[src/sacc_pkg.sv]
`default_nettype none
package sacc_pkg;
	localparam int        ADDR_W         = 5;
	localparam logic [4:0] CTRL_A_OFS    = 5'h00;
	localparam logic [4:0] CTRL_B_OFS    = 5'h04;
	localparam logic [4:0] CHAN_OFS      = 5'h08;
	localparam logic [4:0] RESULT_OFS    = 5'h0C;
	localparam logic [4:0] POWER_OFS     = 5'h10;
	localparam int        EN_BIT         = 7;
	localparam int        START_BIT      = 6;
	localparam int        AUTO_BIT       = 5;
	localparam int        DONE_BIT       = 4;
	localparam int        IEN_BIT        = 3;
	localparam int        DIV_LSB        = 0;
	localparam int        TSEL_LSB       = 0;
	localparam int        CHAN_LSB       = 0;
	localparam int        PGATE_BIT      = 0;
	localparam logic [2:0] DIV_RST       = 3'h0;
	localparam logic [2:0] TSEL_RST      = 3'h0;
	localparam logic [2:0] TSEL_SELF     = 3'h0;
	localparam logic [1:0] CHAN_RST      = 2'h0;
	localparam logic [7:0] RESULT_RST    = 8'h00;
	localparam logic [4:0] NORMAL_LEN    = 5'd13;
	localparam logic [4:0] FIRST_LEN     = 5'd25;
	localparam logic [4:0] SAR_LEAD      = 5'd9;
	localparam logic [1:0] RESP_OKAY     = 2'b00;
	localparam logic [1:0] RESP_SLVERR   = 2'b10;

	typedef enum logic [1:0] {
		SACC_IDLE = 2'b00,
		SACC_ARM  = 2'b01,
		SACC_CONV = 2'b11
	} sacc_state_t;

	typedef struct packed {
		logic       enable;
		logic       start;
		logic       auto_trig;
		logic       done;
		logic       int_en;
		logic [2:0] div_sel;
	} sacc_ctrl_t;

	typedef struct packed {
		logic       powered;
		logic       sample_hold;
		logic [1:0] channel;
		logic [7:0] dac_code;
	} sacc_analog_t;
endpackage
`default_nettype wire

[src/sacc_top.sv]
// Notes on behaviour
// [RL1] Converter runs only while enable bit set.
// [RL2] Channel choice waits for enable bit.
// [RL3] Successive approximation yields 8-bit unsigned code.
// [RL4] Channel field picks one of four inputs.
// [RL5] Completed result lands in result register.
// [RL6] Completion raises the converter interrupt request.
// [RL7] Writing one to start begins a conversion.
// [RL8] Start bit holds, hardware clears at finish.
// [RL9] Channel change waits until conversion finishes.
// [RL10] Auto-trigger starts from selected internal source.
// [RL11] Trigger rising edge resets prescaler, starts conversion.
// [RL12] Still-high trigger starts nothing; needs new edge.
// [RL13] Edges during a conversion are dropped.
// [RL14] Software clears trigger flags before next event.
// [RL15] Self-trigger restarts each finish; first manual.
// [RL16] Manual start still works under auto-trigger.
// [RL17] Start bit reads one whenever converting.
// [RL18] Software keeps converter clock within range.
// [RL19] Prescaler runs only while enabled, else reset.
// [RL20] Software clears power gate before use.
// [RL21] Divide select gives power-of-two ratios.
// [RL22] Conversions take 13 cycles, first 25.
// [RL23] Result, done flag, start clear together.
// [RL24] Manual start begins at next converter clock.
`timescale 1ns/100ps
`default_nettype none
module sacc_top
	import sacc_pkg::*;
(
	input  wire logic               mclk,
	input  wire logic               rst_b,
	input  wire logic [ADDR_W-1:0]  s_axi_awaddr,
	input  wire logic               s_axi_awvalid,
	output logic                    s_axi_awready,
	input  wire logic [31:0]        s_axi_wdata,
	input  wire logic [3:0]         s_axi_wstrb,
	input  wire logic               s_axi_wvalid,
	output logic                    s_axi_wready,
	output logic [1:0]              s_axi_bresp,
	output logic                    s_axi_bvalid,
	input  wire logic               s_axi_bready,
	input  wire logic [ADDR_W-1:0]  s_axi_araddr,
	input  wire logic               s_axi_arvalid,
	output logic                    s_axi_arready,
	output logic [31:0]             s_axi_rdata,
	output logic [1:0]              s_axi_rresp,
	output logic                    s_axi_rvalid,
	input  wire logic               s_axi_rready,
	input  wire logic [7:0]         trigger_sources,
	input  wire logic               comparator_high,
	output sacc_analog_t            analog,
	output logic                    converter_irq
);

	////////////////////////////////////////////////////////////////////////////////
	// Register bus.

	logic [ADDR_W-1:0] aw_addr_r, aw_addr_nxt;
	logic              aw_have_r, aw_have_nxt;
	logic [31:0]       w_data_r, w_data_nxt;
	logic              w_lo_r, w_lo_nxt;
	logic              w_have_r, w_have_nxt;
	logic              awready_r, awready_nxt, wready_r, wready_nxt;
	logic              bvalid_r, bvalid_nxt, arready_r, arready_nxt;
	logic              rvalid_r, rvalid_nxt;
	logic [1:0]        bresp_r, bresp_nxt, rresp_r, rresp_nxt;
	logic [31:0]       rdata_r, rdata_nxt;
	logic              wr_go;
	logic [31:0]       rd_word;
	logic              rd_hit, wr_hit;

	sacc_ctrl_t  ctrl_r, ctrl_nxt;
	logic [2:0]  tsel_r, tsel_nxt;
	logic [1:0]  chan_sel_r, chan_sel_nxt;
	logic [7:0]  result_r, result_nxt;
	logic        pgate_r, pgate_nxt;
	sacc_state_t state_r, state_nxt;

	always_comb begin
		wr_go   = aw_have_r && w_have_r && !bvalid_r;
		wr_hit  = (aw_addr_r == CTRL_A_OFS) || (aw_addr_r == CTRL_B_OFS) ||
			(aw_addr_r == CHAN_OFS) || (aw_addr_r == RESULT_OFS) ||
			(aw_addr_r == POWER_OFS);
		rd_hit  = 1'b1;
		rd_word = 32'h0000_0000;
		case (s_axi_araddr)
			CTRL_A_OFS: begin
				rd_word[EN_BIT]                = ctrl_r.enable;
				rd_word[START_BIT]             = ctrl_r.start || state_r != SACC_IDLE; // see [RL17]
				rd_word[AUTO_BIT]              = ctrl_r.auto_trig;
				rd_word[DONE_BIT]              = ctrl_r.done;
				rd_word[IEN_BIT]               = ctrl_r.int_en;
				rd_word[DIV_LSB +: 3]          = ctrl_r.div_sel;
			end
			CTRL_B_OFS: rd_word[TSEL_LSB +: 3] = tsel_r;
			CHAN_OFS:   rd_word[CHAN_LSB +: 2] = chan_sel_r;
			RESULT_OFS: rd_word[7:0]           = result_r; // see [RL5]
			POWER_OFS:  rd_word[PGATE_BIT]     = pgate_r;
			default:    rd_hit                 = 1'b0;
		endcase

		aw_addr_nxt = aw_addr_r;
		aw_have_nxt = aw_have_r;
		w_data_nxt  = w_data_r;
		w_lo_nxt    = w_lo_r;
		w_have_nxt  = w_have_r;
		bvalid_nxt  = bvalid_r;
		bresp_nxt   = bresp_r;
		arready_nxt = 1'b0;
		rvalid_nxt  = rvalid_r;
		rresp_nxt   = rresp_r;
		rdata_nxt   = rdata_r;
		if (s_axi_awvalid && awready_r) begin
			aw_addr_nxt = s_axi_awaddr;
			aw_have_nxt = 1'b1;
		end
		if (s_axi_wvalid && wready_r) begin
			w_data_nxt  = s_axi_wdata;
			w_lo_nxt    = s_axi_wstrb[0];
			w_have_nxt  = 1'b1;
		end
		if (wr_go) begin
			aw_have_nxt = 1'b0;
			w_have_nxt  = 1'b0;
			bvalid_nxt  = 1'b1;
			bresp_nxt   = wr_hit ? RESP_OKAY : RESP_SLVERR;
		end else if (bvalid_r && s_axi_bready) begin
			bvalid_nxt  = 1'b0;
		end
		awready_nxt = !aw_have_nxt && !bvalid_nxt;
		wready_nxt  = !w_have_nxt && !bvalid_nxt;
		if (s_axi_arvalid && arready_r) begin
			rvalid_nxt  = 1'b1;
			rdata_nxt   = rd_word;
			rresp_nxt   = rd_hit ? RESP_OKAY : RESP_SLVERR;
		end else if (rvalid_r && s_axi_rready) begin
			rvalid_nxt  = 1'b0;
		end
		arready_nxt = !rvalid_nxt && !arready_r && !(s_axi_arvalid && arready_r);
	end

	always_ff @(posedge mclk or negedge rst_b) begin
		if (!rst_b) begin
			aw_addr_r <= '0;
			aw_have_r <= 1'b0;
			w_data_r  <= 32'h0000_0000;
			w_lo_r    <= 1'b0;
			w_have_r  <= 1'b0;
			awready_r <= 1'b0;
			wready_r  <= 1'b0;
			bvalid_r  <= 1'b0;
			bresp_r   <= RESP_OKAY;
			arready_r <= 1'b0;
			rvalid_r  <= 1'b0;
			rresp_r   <= RESP_OKAY;
			rdata_r   <= 32'h0000_0000;
		end else begin
			aw_addr_r <= aw_addr_nxt;
			aw_have_r <= aw_have_nxt;
			w_data_r  <= w_data_nxt;
			w_lo_r    <= w_lo_nxt;
			w_have_r  <= w_have_nxt;
			awready_r <= awready_nxt;
			wready_r  <= wready_nxt;
			bvalid_r  <= bvalid_nxt;
			bresp_r   <= bresp_nxt;
			arready_r <= arready_nxt;
			rvalid_r  <= rvalid_nxt;
			rresp_r   <= rresp_nxt;
			rdata_r   <= rdata_nxt;
		end
	end

	////////////////////////////////////////////////////////////////////////////////
	// Comparator pin synchroniser; a change counts once stages two and three agree.

	logic cmp_s1_r, cmp_s2_r, cmp_s3_r, cmp_val_r, cmp_val_nxt;

	always_comb begin
		cmp_val_nxt = (cmp_s2_r == cmp_s3_r) ? cmp_s3_r : cmp_val_r;
	end

	always_ff @(posedge mclk or negedge rst_b) begin
		if (!rst_b) begin
			cmp_s1_r  <= 1'b0;
			cmp_s2_r  <= 1'b0;
			cmp_s3_r  <= 1'b0;
			cmp_val_r <= 1'b0;
		end else begin
			cmp_s1_r  <= comparator_high;
			cmp_s2_r  <= cmp_s1_r;
			cmp_s3_r  <= cmp_s2_r;
			cmp_val_r <= cmp_val_nxt;
		end
	end

	////////////////////////////////////////////////////////////////////////////////
	// Prescaler, trigger and conversion sequencer.

	logic [7:0]  pre_cnt_r, pre_cnt_nxt;
	logic        trig_prev_r, trig_prev_nxt;
	logic        first_r, first_nxt;
	logic [4:0]  cyc_r, cyc_nxt;
	logic [3:0]  bit_idx_r, bit_idx_nxt;
	logic [1:0]  act_ch_r, act_ch_nxt;
	logic        irq_r, irq_nxt;
	sacc_analog_t ana_r, ana_nxt;
	logic        on, tick, trig_sel, trig_rise, man_start, finish;
	logic [7:0]  pre_top;
	logic [4:0]  conv_len, cyc_inc;

	always_comb begin
		on        = ctrl_r.enable && !pgate_r; // see [RL1]
		pre_top   = 8'((9'd2 << ctrl_r.div_sel) - 9'd1); // see [RL21]
		tick      = pre_cnt_r == pre_top;
		trig_sel  = trigger_sources[tsel_r];
		trig_rise = trig_sel && !trig_prev_r; // see [RL12]
		conv_len  = first_r ? FIRST_LEN : NORMAL_LEN; // see [RL22]
		cyc_inc   = cyc_r + 5'd1;
		finish    = state_r == SACC_CONV && tick && cyc_inc == conv_len;
		man_start = wr_go && aw_addr_r == CTRL_A_OFS && w_lo_r &&
			w_data_r[START_BIT] && w_data_r[EN_BIT]; // see [RL7] [RL16]

		ctrl_nxt      = ctrl_r;
		tsel_nxt      = tsel_r;
		chan_sel_nxt  = chan_sel_r;
		pgate_nxt     = pgate_r;
		result_nxt    = result_r;
		state_nxt     = state_r;
		first_nxt     = first_r;
		cyc_nxt       = cyc_r;
		bit_idx_nxt   = bit_idx_r;
		act_ch_nxt    = act_ch_r;
		ana_nxt       = ana_r;
		trig_prev_nxt = trig_sel;
		pre_cnt_nxt   = tick ? 8'h00 : pre_cnt_r + 8'h01;

		if (wr_go && w_lo_r) begin
			case (aw_addr_r)
				CTRL_A_OFS: begin
					ctrl_nxt.enable    = w_data_r[EN_BIT];
					ctrl_nxt.auto_trig = w_data_r[AUTO_BIT];
					ctrl_nxt.int_en    = w_data_r[IEN_BIT];
					ctrl_nxt.div_sel   = w_data_r[DIV_LSB +: 3];
					if (w_data_r[DONE_BIT])
						ctrl_nxt.done = 1'b0;
					if (man_start)
						ctrl_nxt.start = 1'b1;
				end
				CTRL_B_OFS: tsel_nxt     = w_data_r[TSEL_LSB +: 3];
				CHAN_OFS:   chan_sel_nxt = w_data_r[CHAN_LSB +: 2];
				POWER_OFS:  pgate_nxt    = w_data_r[PGATE_BIT];
				default:    pgate_nxt    = pgate_r;
			endcase
		end

		case (state_r)
			SACC_IDLE: begin
				// Only an idle converter listens, so edges during a run are not queued.
				if (ctrl_r.auto_trig && trig_rise && tsel_r != TSEL_SELF) begin
					pre_cnt_nxt    = 8'h00; // see [RL10] [RL11] [RL13]
					ctrl_nxt.start = 1'b1;
					state_nxt      = SACC_CONV;
					cyc_nxt        = 5'd0;
				end else if (ctrl_r.start) begin
					state_nxt      = SACC_ARM;
				end
			end
			SACC_ARM: begin
				if (tick) begin
					state_nxt = SACC_CONV; // see [RL24]
					cyc_nxt   = 5'd0;
				end
			end
			SACC_CONV: begin
				if (tick) begin
					cyc_nxt = cyc_inc;
					if (cyc_inc == conv_len - SAR_LEAD) begin
						ana_nxt.sample_hold = 1'b0;
						ana_nxt.dac_code    = 8'h80; // see [RL3]
						bit_idx_nxt         = 4'd7;
					end else if (bit_idx_r != 4'hF) begin
						if (!cmp_val_r)
							ana_nxt.dac_code[bit_idx_r[2:0]] = 1'b0;
						if (bit_idx_r != 4'd0)
							ana_nxt.dac_code[bit_idx_r[2:0] - 3'd1] = 1'b1;
						bit_idx_nxt = bit_idx_r - 4'd1;
					end
				end
				if (finish) begin
					result_nxt     = ana_r.dac_code; // see [RL5] [RL23]
					first_nxt      = 1'b0;
					// Self-triggered mode restarts at once, whatever the done flag holds.
					if (ctrl_r.auto_trig && tsel_r == TSEL_SELF) begin
						cyc_nxt   = 5'd0; // see [RL15]
					end else begin
						ctrl_nxt.start = 1'b0; // see [RL8] [RL23]
						state_nxt      = SACC_IDLE;
					end
				end
			end
			default: state_nxt = SACC_IDLE;
		endcase

		if (finish)
			ctrl_nxt.done = 1'b1; // see [RL23]

		if (state_nxt == SACC_CONV && (state_r != SACC_CONV || finish)) begin
			ana_nxt.sample_hold = 1'b1;
			bit_idx_nxt         = 4'hF;
		end
		// Channel latch follows the field only between conversions.
		if (state_nxt != SACC_CONV || finish)
			act_ch_nxt = chan_sel_nxt; // see [RL4] [RL9]
		if (state_r == SACC_IDLE && state_nxt == SACC_CONV)
			act_ch_nxt = chan_sel_r;

		if (!on) begin
			pre_cnt_nxt    = 8'h00; // see [RL19]
			state_nxt      = SACC_IDLE;
			ctrl_nxt.start = 1'b0;
			first_nxt      = 1'b1;
			ana_nxt.sample_hold = 1'b0;
		end
		ana_nxt.powered = on;
		ana_nxt.channel = on ? act_ch_nxt : ana_r.channel; // see [RL2]
		irq_nxt = ctrl_nxt.done && ctrl_nxt.int_en; // see [RL6]
	end

	always_ff @(posedge mclk or negedge rst_b) begin
		if (!rst_b) begin
			ctrl_r      <= '{enable: 1'b0, start: 1'b0, auto_trig: 1'b0, done: 1'b0,
				int_en: 1'b0, div_sel: DIV_RST};
			tsel_r      <= TSEL_RST;
			chan_sel_r  <= CHAN_RST;
			pgate_r     <= 1'b0;
			result_r    <= RESULT_RST;
			state_r     <= SACC_IDLE;
			first_r     <= 1'b1;
			cyc_r       <= 5'd0;
			bit_idx_r   <= 4'hF;
			act_ch_r    <= CHAN_RST;
			ana_r       <= '0;
			pre_cnt_r   <= 8'h00;
			trig_prev_r <= 1'b0;
			irq_r       <= 1'b0;
		end else begin
			ctrl_r      <= ctrl_nxt;
			tsel_r      <= tsel_nxt;
			chan_sel_r  <= chan_sel_nxt;
			pgate_r     <= pgate_nxt;
			result_r    <= result_nxt;
			state_r     <= state_nxt;
			first_r     <= first_nxt;
			cyc_r       <= cyc_nxt;
			bit_idx_r   <= bit_idx_nxt;
			act_ch_r    <= act_ch_nxt;
			ana_r       <= ana_nxt;
			pre_cnt_r   <= pre_cnt_nxt;
			trig_prev_r <= trig_prev_nxt;
			irq_r       <= irq_nxt;
		end
	end

	// The comparator path lags about four mclk cycles, so a bit decided on
	// one converter tick reflects the trial set on the previous tick when div_sel is 2 or more.
	assign s_axi_awready = awready_r;
	assign s_axi_wready  = wready_r;
	assign s_axi_bvalid  = bvalid_r;
	assign s_axi_bresp   = bresp_r;
	assign s_axi_arready = arready_r;
	assign s_axi_rvalid  = rvalid_r;
	assign s_axi_rresp   = rresp_r;
	assign s_axi_rdata   = rdata_r;
	assign analog        = ana_r;
	assign converter_irq = irq_r;

endmodule
`default_nettype wire

[config.mk]
export PLATFORM = sky130hd
export DESIGN_NAME = sacc_top
export DESIGN_NICKNAME = d
export VERILOG_FILES = /design/src/sacc_pkg.sv /design/src/sacc_top.sv
export SDC_FILE = /design/constraint.sdc
export NUM_CORES = 1
export LEC_CHECK = 0
export CORE_MARGIN = 3
export CORE_UTILIZATION = 33
export CTS_BUF_LIST = sky130_fd_sc_hd__clkbuf_16
export DETAILED_ROUTE_END_ITERATION = 6
export DONT_BUFFER_PORTS = 1
export PLACE_DENSITY = 0.52
export SYNTH_ARGS = -nofsm -noshare
export SYNTH_HDL_FRONTEND = slang
export SYNTH_SLANG_ARGS = --single-unit
[constraint.sdc]
create_clock -name mclk -period 7.11 [get_ports mclk]
set_input_delay 1.422 -clock mclk [delete_from_list [all_inputs] [get_ports mclk]]
set_output_delay 1.422 -clock mclk [all_outputs]
set_load 0.05 [all_outputs]
# After elaboration in Yosys (flattened, before gate mapping)
# Cells that the tools add are included.
word_totals:
  regBits: 95
  input_bits: 62
  word_cells: 219
classes:
  add_sub_neg: 6
  n_lt_le_gt_ge: 5
  eq_ne: 25
  n_shift: 1
  muxes: 74
  bitwise: 3
  n_reduce_logical: 66
op_table:
  columns: ["op", "count"]
  rows:
  - ["$mux W8", 12]
  - ["$mux W5", 6]
  - ["$logic_and A1 B1 Y1", 28]
  - ["$mux W1", 27]
  - ["$mux W2", 12]
  - ["$eq A5 B4 Y1 const B", 4]
  - ["$mux W4", 5]
  - ["$pmux W5 S3", 1]
  - ["$mux W7", 2]
  - ["$lt A3 B4 Y1 const B", 3]
  - ["$reduce_and A3 Y1", 4]
  - ["$eq A5 B3 Y1 const B", 2]
  - ["$eq A5 B5 Y1", 2]
  - ["$eq A5 B5 Y1 const B", 2]
  - ["$logic_not A5 Y1", 2]
  - ["$pmux W5 S2", 1]
  - ["$reduce_and A2 Y1", 5]
  - ["$logic_not A1 Y1", 9]
  - ["$ne A3 B1 Y1 const B", 3]
  - ["$reduce_bool A3 Y1", 3]
  - ["$add A8 B1 Y8 const B", 1]
  - ["$and A8 B8 Y8", 1]
  - ["$eq A8 B8 Y1", 1]
  - ["$ne A2 B2 Y1 const B", 4]
  - ["27 further kinds", 40]

# Depth between registers and ports, before layout
# Gate-level depths: netlist of the first run.
depth:
  ltp_word: 15
  depth_mapped: 14

# Worst setup path before layout of the first run
# OpenSTA, ideal clock, no wires.
synth_timing:
  path_kind: "reg-to-reg"
  startpoint: "register ctrl_r[0] in the netlist's numbering"
  endpoint: "register ana_r (netlist bit analog[9])"
  setup_time_ns: 0.082
  t_arrival_ns: 3.511
  required_ns: 7.028
  path_slack_ns: 3.517
  stages_incl_launch_ff: 13
  path_buffers: 1
  path_cell_list: "dfrtp_1 > buf_6 > or3_4 > ha_1 > or4b_1 > o311ai_2 > xor2_2 > nor4_4 > a31oi_4 > a2111o_1 > or3b_4 > mux2_4 > a31oi_1"
synth_between:
  elab_chain_len: 11
  word_cells_on_any_way: 14
synth_lines:
  columns: ["item", "line_no", "source"]
  rows:
  - ["start: declaration", "sacc_top.sv:73", "sacc_ctrl_t ctrl_r, ctrl_nxt;"]
  - ["start signal: assignment", "sacc_top.sv:333", "ctrl_r <= '{enable: 1'b0, start: 1'b0, auto_trig: 1'b0, done: 1'b0,"]
  - ["start signal: assignment", "sacc_top.sv:349", "ctrl_r <= ctrl_nxt;"]
  - ["$shl A2 B3 Y8 (*)", "sacc_top.sv:215", "pre_top = 8'((9'd2 << ctrl_r.div_sel) - 9'd1);"]
  - ["$sub A8 B1 Y8 (*)", "sacc_top.sv:215", null]
  - ["$eq A8 B8 Y1 (*)", "sacc_top.sv:216", "tick = pre_cnt_r == pre_top;"]
  - ["$logic_and A1 B1 Y1 (2 in series)", "sacc_top.sv:221", "finish = state_r == SACC_CONV && tick && cyc_inc == conv_len;"]
  - ["$mux W2", "sacc_top.sv:291", "if (finish) begin"]
  - ["$pmux W2 S3", "sacc_top.sv:258", "case (state_r)"]
  - ["$ne A2 B2 Y1", "sacc_top.sv:314", "if (state_nxt != SACC_CONV || finish)"]
  - ["$logic_or A1 B1 Y1", "sacc_top.sv:314", null]
  - ["$mux W2", "sacc_top.sv:314", null]
  - ["$mux W2 (*)", "sacc_top.sv:316", "if (state_r == SACC_IDLE && state_nxt == SACC_CONV)"]
  - ["end signal: assignment", "sacc_top.sv:359", "ana_r <= ana_nxt;"]
  - ["end: declaration", "sacc_top.sv:208", "sacc_analog_t ana_r, ana_nxt;"]
# Every way passes the cells marked *; elsewhere a longest branch is shown, timed or not.
# A chain may end at the register's enable or synchronous reset.

# Worst setup path in the final report of the first run
layout_timing:
  startpoint: "register ctrl_r[2] in the netlist's numbering"
  endpoint: "register ana_r (netlist bit analog[9])"
# The elaborated chain is that of the path after synthesis.

==> results of run 1 <==
==> cell type report <==
class	count	area, sq um	share of cell area (%)
Sequential cell	93	2330	46.1
Multi-Input combinational cell	315	2170	42.8
Clock buffer	9	225	4.45
Tap cell	180	225	4.45
Inverter	17	63.8	1.26
Clock inverter	7	42.5	0.840
Timing Repair Buffer	1	7.51	0.148
==> through the flow <==
| step | total power (uW) | std cells | area, sq um | hold slack (ns) | setup slack (ns) |
|---|---|---|---|---|---|
| 6_report | 1490 | 622 | 5060 | 0.349 | 3.06 |
| 5_1_grt | 1570 | 622 | 5060 | 0.368 | 2.77 |
| 4_1_cts | 1510 | 622 | 5060 | 0.353 | 3.04 |
| 3_5_place_dp | 1070 | 606 | 4800 | 0.338 | 3.07 |
| 3_3_place_gp | 1060 | 606 | 4800 | 0.334 | 3.15 |
| 2_1_floorplan | 1020 | 464 | 4820 | 0.331 | 3.52 |
==> cells in the mapped netlist, types with 7 or more instances <==
cell and count:
sky130_fd_sc_hd__o21ai_0 23, sky130_fd_sc_hd__o31ai_1 7, sky130_fd_sc_hd__nor2_1 35, sky130_fd_sc_hd__a21oi_1 13
sky130_fd_sc_hd__inv_1 17, sky130_fd_sc_hd__clkbuf_1 10, sky130_fd_sc_hd__nand3_1 11, sky130_fd_sc_hd__buf_4 26
sky130_fd_sc_hd__nor3b_1 7, sky130_fd_sc_hd__nand4_1 8, sky130_fd_sc_hd__dfrtp_1 88, sky130_fd_sc_hd__xor2_1 13
sky130_fd_sc_hd__nand2_1 40, sky130_fd_sc_hd__ha_1 11, sky130_fd_sc_hd__mux2_2 34
==> cells by family (layout without fill, tap and decap cells) <==
group	count (synthesis)	in the layout	synth area share (%)
mux	44	44	10.9
fa+ha+maj	12	12	3.12
compound gates	77	77	11.1
xor+xnor	20	20	3.86
simple gates	136	136	14.7
other cells	1	26	0.0793
flops	93	93	49.3
buf+inv	56	34	6.85
==> registers in the layout, indices dropped and copies added (netlist names), 2 cells and up <==
signal / cells
act_ch_r: 2
analog: 12
aw_addr_r: 5
bit_idx_r: 4
chan_sel_r: 2
ctrl_r: 8
cyc_r: 5
pre_cnt_r: 8
result_r: 8
s_axi_rdata: 8
state_r: 2
tsel_r: 3
w_data_r: 8
==> per-layer routing <==
metal	GRT usage, %	part of all wire, %
met2	19.6	45
met1	17.3	44
met4	4.79	1.7
met5	0	0
met3	5.73	9.3
==> power by group <==
group / internal [uW] / switching [uW] / total (uW) / leakage, uW
Combinational: 120 / 138 / 257 / 0.000950
Clock: 234 / 199 / 433 / 0.000119
Sequential: 618 / 180 / 797 / 0.00121
==> final timing paths <==
check	start	endpoint	cells after the start
max	ctrl_r[2]$_DFFE_PN0P_	analog[9]$_DFFE_PN0P_	11
min	cmp_s1_r$_DFF_PN0_	cmp_s2_r$_DFF_PN0_	0
max reg2reg	ctrl_r[2]$_DFFE_PN0P_	analog[9]$_DFFE_PN0P_	11
min reg2reg	cmp_s1_r$_DFF_PN0_	cmp_s2_r$_DFF_PN0_	0
max in group asynchronous	rst_b	first_r$_DFFE_PN1P_	0
min in group asynchronous	rst_b	cmp_s1_r$_DFF_PN0_	0
==> worst max-delay path, delay by kind of cell, from the launching register on <==
family | cells | cell delay [ns]
xor+xnor | 1 | 0.13
simple gates | 4 | 1.74
mux | 1 | 0.30
flops | 1 | 0.53
fa+ha+maj | 1 | 0.29
compound gates | 4 | 0.96
==> impl_results.md, run 1 <==
- Clock network latency to the later pin of the worst-skew pair: 0.34 ns
- Count of state elements after synthesis: 93
- Commonest cells after routing, fill and taps aside: sky130_fd_sc_hd__dfrtp_1 (88), sky130_fd_sc_hd__nand2_1 (40), sky130_fd_sc_hd__nor2_1 (35)
- Antenna violations before repair: 0
- Total standard cell area after synthesis: 4730 sq um
- Critical Path Sink Type: flop
- Number of max-cap violations: 0
- Synthesized netlist cell count: 439
- Fraction of registers with async set/reset: 100%
- GPL Wtd Cong: 0.797
- Buffer cell driving the clock tree root: sky130_fd_sc_hd__clkbuf_16
- Via count of the first global-routing pass: 3151
- Max Fanout on Critical Path: 13
- Worst-path cell with the longest stage delay: sky130_fd_sc_hd__or4b_1
- Element type at the critical path start: flop
- Setup slack of the most critical reg-to-reg path: 3.06 ns
- Largest area contributor in the synthesized netlist: sky130_fd_sc_hd__dfrtp_1
- Post-CTS Hold Buffers: 0
- Total setup buffers inserted after CTS: 0
- Setup-violating endpoint count in the final report: 0
- Area of the core: approximately 14000 sq um
- Global router's overall resource usage: 13.2%
- Routed WL per cell: 16.0 microns
- Clk sinks: 93
- Global-route wire length before repair: between 15000 and 20000 microns
- Distinct cell type count after synthesis: between 60 and 70
- Number of enable flip-flop cells after synthesis: 0
- Antenna diode count: 0
- Largest net degree at the start of global routing: 94
- Post-route clock skew: 0.00635 ns
- Total via count after detailed routing: 3156
- Height of the die: 126 microns
- Final core utilization: 36.3%
- Die Span X: between 100 and 150 microns
- Clock transition at path regs: ~0.060 ns
- Maximum buffer depth of the clock tree: 2
- Run status: finished, final reports clean
- Standard-cell rows: 43
- Final-layout setup total negative slack: 0 ns
- DR pass1 iterations: 4
- Largest voltage drop on the vdd net: roughly 0.2 mV
- Total power divided by cell area: between 200 and 300 nW/um^2
- Classification of the worst setup path: flop to flop
- Clock tree from TritonCTS: done
- Initial Utilization: 33.9%
- Number of cells upsized or downsized after cts: 0
- Number of nets in the layout: 510
- Total number of yosys warnings: 0
- Proportion of netlist area held by the largest area contributor: 46.5%
- Number of input and output port buffers inserted: 0
- Required time at the worst-slack endpoint: 7.37 ns
- Leakage power total: 0.00228 uW
- Syn avg cell area: 10.8 sq um
- Normalized max-slew margin: 44.6%
- H-Tree Level Count: 3
- Leading cell type in the layout, fill and taps excluded: sky130_fd_sc_hd__dfrtp_1
- Number of top-level pins: between 100 and 150
- Worst hold path class: flop to flop
- DR DRC count: 0
- Fillcell total: 1376
- Crit-path cells: or3_4 > ha_1 > or4b_1 > o311ai_2 > xor2_2 > nor4_4 > a31oi_4 > a2111o_1 > or3b_4 > mux2_4 > a31oi_1
- P&R area growth vs syn: 7.06%
- Routed Wire Length: 9940 microns
- Endpoint arrival time on the critical path: 4.31 ns
- Slew at the pin closest to its max-slew limit: between 0.8 and 0.9 ns
- Seq/Total Area, Yosys: 49.3%
- Share of final-layout standard cells stronger than drive strength 1: between 10% and 20%
- Global route total overflow: 0
- Leading post-synthesis cells by cell area: sky130_fd_sc_hd__dfrtp_1 (47%), sky130_fd_sc_hd__mux2_2 (8.1%), sky130_fd_sc_hd__buf_4 (4.1%)
- Die Footprint: 15800 sq um
- Prevailing post-synth register cell: sky130_fd_sc_hd__dfrtp_1
- Period Utilization, post-route: 57.0%
- Post-layout minimum cycle time: 4.05 ns
- Setup repair after global routing missed its margin: false
- Dpl hpwl: 7260 microns
- Count of pins over their slew limit: 0
- Maximum clock frequency: 0.247 GHz
- Clock buffers created by TritonCTS: 9
- Violation count after the first detailed-route iteration: 155
- Number of hold violations in the final report: 0
- Mean number of vias per cell: between 5 and 6
- Count of nets left with antenna violations after detail routing: 0
- Slowest Stage Delay on Critical Path: around 0.56 ns
(Power assumes the default switching activity.)
==> inputs of run 2 (changes only) <==
--- a/config.mk
+++ b/config.mk
@@ -5,12 +5,13 @@
 export SDC_FILE = /design/constraint.sdc
 export NUM_CORES = 1
 export LEC_CHECK = 0
+export ABC_AREA = 1
 export CORE_MARGIN = 3
 export CORE_UTILIZATION = 33
 export CTS_BUF_LIST = sky130_fd_sc_hd__clkbuf_16
 export DETAILED_ROUTE_END_ITERATION = 6
 export DONT_BUFFER_PORTS = 1
-export PLACE_DENSITY = 0.52
+export PLACE_DENSITY = 0.53
 export SYNTH_ARGS = -nofsm -noshare
 export SYNTH_HDL_FRONTEND = slang
 export SYNTH_SLANG_ARGS = --single-unit
==> constraint.sdc (replaced) <==
create_clock -name mclk -period 3.4 [get_ports mclk]
set_input_delay 0.68 -clock mclk [delete_from_list [all_inputs] [get_ports mclk]]
set_output_delay 0.68 -clock mclk [all_outputs]
set_load 0.05 [all_outputs]
==> impl_results.md, run 2 <==
- Run status: finished, final reports clean
- Worst-path cell with the longest stage delay: sky130_fd_sc_hd__dfrtp_1
- Largest area contributor in the synthesized netlist: sky130_fd_sc_hd__dfrtp_1
- Critical path's most frequent cell: sky130_fd_sc_hd__nand2_1
- Number of hold violations in the final report: 0
- Clock transition at path regs: 0.07 ns
- Violation count after the first detailed-route iteration: 229
- Total number of yosys warnings: 0
- Distinct cell type count after synthesis: between 40 and 50
- Clock tree from TritonCTS: done
- DR pass1 iterations: 4
- Fillcell total: 1518
- Global-route wire length before repair: 17800 microns
- Worst hold path class: input port to async pin
- Standard-cell rows: 43
- Number of top-level pins: 116
- Die Footprint: 16400 sq um
- Classification of the worst setup path: flop to flop
- GPL Wtd Cong: 0.826
- Largest net degree at the start of global routing: 94
- Dpl hpwl: between 8000 and 9000 microns
- Maximum buffer depth of the clock tree: 2
- Total power divided by cell area: around 710 nW/um^2
- Global router's overall resource usage: between 10 and 15%
- Syn avg cell area: around 8 sq um
- Endpoint arrival time on the critical path: approximately 3 ns
- Die Span X: 128 microns
- H-Tree Level Count: 3
- Height of the die: 128 microns
- Routed WL per cell: 13.4 microns
- Most instantiated cells after synthesis: sky130_fd_sc_hd__nand2_1 (154), sky130_fd_sc_hd__dfrtp_1 (88), sky130_fd_sc_hd__inv_1 (73), sky130_fd_sc_hd__nor2_1 (54), sky130_fd_sc_hd__o21ai_0 (49)
- Number of flip-flops in the largest register: 12
- Buffer cell driving the clock tree root: sky130_fd_sc_hd__clkbuf_16
- Mean number of vias per cell: 4.81
- Count of state elements after synthesis: 93
- Post-CTS Hold Buffers: 0
- Synthesized netlist cell count: just over 600
- Setup repair after global routing missed its margin: false
- Slew at the pin closest to its max-slew limit: 0.716 ns
- Number of enable flip-flop cells after synthesis: 0
- Number of nets in the layout: 681
- Required time at the worst-slack endpoint: 3.62 ns
- Leading post-synthesis cells by cell area: sky130_fd_sc_hd__dfrtp_1 (45%), sky130_fd_sc_hd__nand2_1 (12%), sky130_fd_sc_hd__inv_1 (5.6%)
- Worst setup startpoint: ctrl_r[2]$_DFFE_PN0P_
- Normalized max-slew margin: 52.1%
- Antenna violations before repair: 0
- Largest voltage drop on the vdd net: 0.331 mV
- Setup-violating endpoint count in the final report: 0
- Number of max-cap violations: 0
- Fraction of registers with async set/reset: 100%
- Overall power consumption: 3730 uW
- Final-layout setup total negative slack: 0 ns
- P&R area growth vs syn: 6.78%
- Period Utilization, post-route: between 80 and 90%
- Setup WS pre-CTS: 0.647 ns
- Routed Wire Length: between 10000 and 15000 microns
- Initial Utilization: 34.6%
- Share of final-layout standard cells stronger than drive strength 1: 7.18%
- Leading cell type in the layout, fill and taps excluded: sky130_fd_sc_hd__nand2_1
- Crit-path cells: inv_4 > nand3_1 > ha_1 > inv_1 > nand2_1 > nand2_1 > nand2_1 > nand2_1 > nor2_1 > nand2_1 > nor2_4 > nand2_4 > o21bai_4 > nand3_1 > nand2_1 > nand2_2 > nand3_2 > nand2_1 > nand3_1 > nand2_2 > nand2_1 > nand2_1
- Fin Hold WS: between 0.03 and 0.04 ns
- Post-layout minimum cycle time: ~2.8 ns
- Critical Path Sink Type: flop
- RR Startpoint: ctrl_r[2]$_DFFE_PN0P_
- Clock buffers created by TritonCTS: 9
- Most used standard cell by instance count after synthesis: sky130_fd_sc_hd__nand2_1
- Antenna diode count: 0
- Post-route clock skew: 0.0103 ns
- Clock network latency to the later pin of the worst-skew pair: about 0.34 ns
- Seq/Total Area, Yosys: 47.5%
- Via count of the first global-routing pass: 3715
- Element type at the critical path start: flop
- Post-route worst setup slack: 0.637 ns
- Maximum clock frequency: 0.362 GHz
- Prevailing post-synth register cell: sky130_fd_sc_hd__dfrtp_1
- Count of pins over their slew limit: 0
- Commonest cells after routing, fill and taps aside: sky130_fd_sc_hd__nand2_1 (154), sky130_fd_sc_hd__dfrtp_1 (88), sky130_fd_sc_hd__inv_1 (75)
- Number of input and output port buffers inserted: 0
- Count of nets left with antenna violations after detail routing: 0
- Leakage power total: roughly 0.0025 uW
- Total setup buffers inserted after CTS: 0
- Proportion of netlist area held by the largest area contributor: 44.9%
- Number of cells upsized or downsized after cts: 0
- Clk sinks: 93
- DR DRC count: 0
- Global route total overflow: 0
- Slowest Stage Delay on Critical Path: 0.59 ns
- Total via count after detailed routing: around 3800
- Max Fanout on Critical Path: 9
- Total standard cell area after synthesis: 4910 sq um
- Area of the core: 14200 sq um
-- run 2: routing by layer --
metal	share of wire, %	GRT usage (%)	wire (microns)
met5	0	0	0
met1	45	16.7	4770
met4	1.8	4.99	187
met3	5.4	3.50	574
met2	48	22.7	5090
-- run 2: report_power, final --
group	total [uW]	switching, uW	internal, uW
clock network	885	402	484
registers	1890	531	1360
logic	954	638	317
total	3730	1570	2160
-- run 2: per-stage QoR --
step	cell area [sq um]	instances	util, %
final	5240	793	36.9
after global routing	5240	793	36.9
after CTS	5240	793	36.9
after detailed placement	4980	777	35.1
after global placement	4980	777	35.1
after floorplan	5000	633	-
-- run 2: cell families after synthesis --
| kind of cell | after synthesis | share of synthesized area [%] |
|---|---|---|
| compound gates | 98 | 11.7 |
| xor+xnor | 12 | 2.14 |
| fa+ha+maj | 12 | 3.01 |
| buf+inv | 118 | 11.4 |
| flops | 93 | 47.5 |
| mux | 1 | 0.204 |
| other cells | 1 | 0.0764 |
| simple gates | 273 | 23.9 |
-- run 2: worst paths after layout --
path	slack, ns	end	cells past startpoint
worst max-delay path	0.64	analog[8]$_DFFE_PN0P_	22
worst min-delay path	0.04	analog[2]$_DFFE_PN0P_	0
worst max register to register	0.64	analog[8]$_DFFE_PN0P_	22
worst min register to register	0.36	cmp_s2_r$_DFF_PN0_	0
max in group asynchronous	3.15	bit_idx_r[1]$_DFFE_PN1P_	0
min in group mclk	0.36	cmp_s2_r$_DFF_PN0_	0
-- run 2: worst max-delay path, delay by kind of cell, from the launching register on --
family	cells	cell delay, ns
buffers and inverters	2	0.19
DFF	1	0.59
adders and majority gates	1	0.29
AOI/OAI and AO/OA	1	0.16
and+or+nand+nor	18	1.40
-- run 2: cell type report --
cell class / count / area [sq um] / share of cell area [%]
clock inverters: 7 / 35.0 / 0.668
flip-flops and latches: 93 / 2330 / 44.5
repair buffers: 1 / 7.51 / 0.143
well taps: 180 / 225 / 4.30
inverters: 81 / 307 / 5.85
clock buffers: 9 / 225 / 4.30
multi-input cells: 422 / 2110 / 40.2
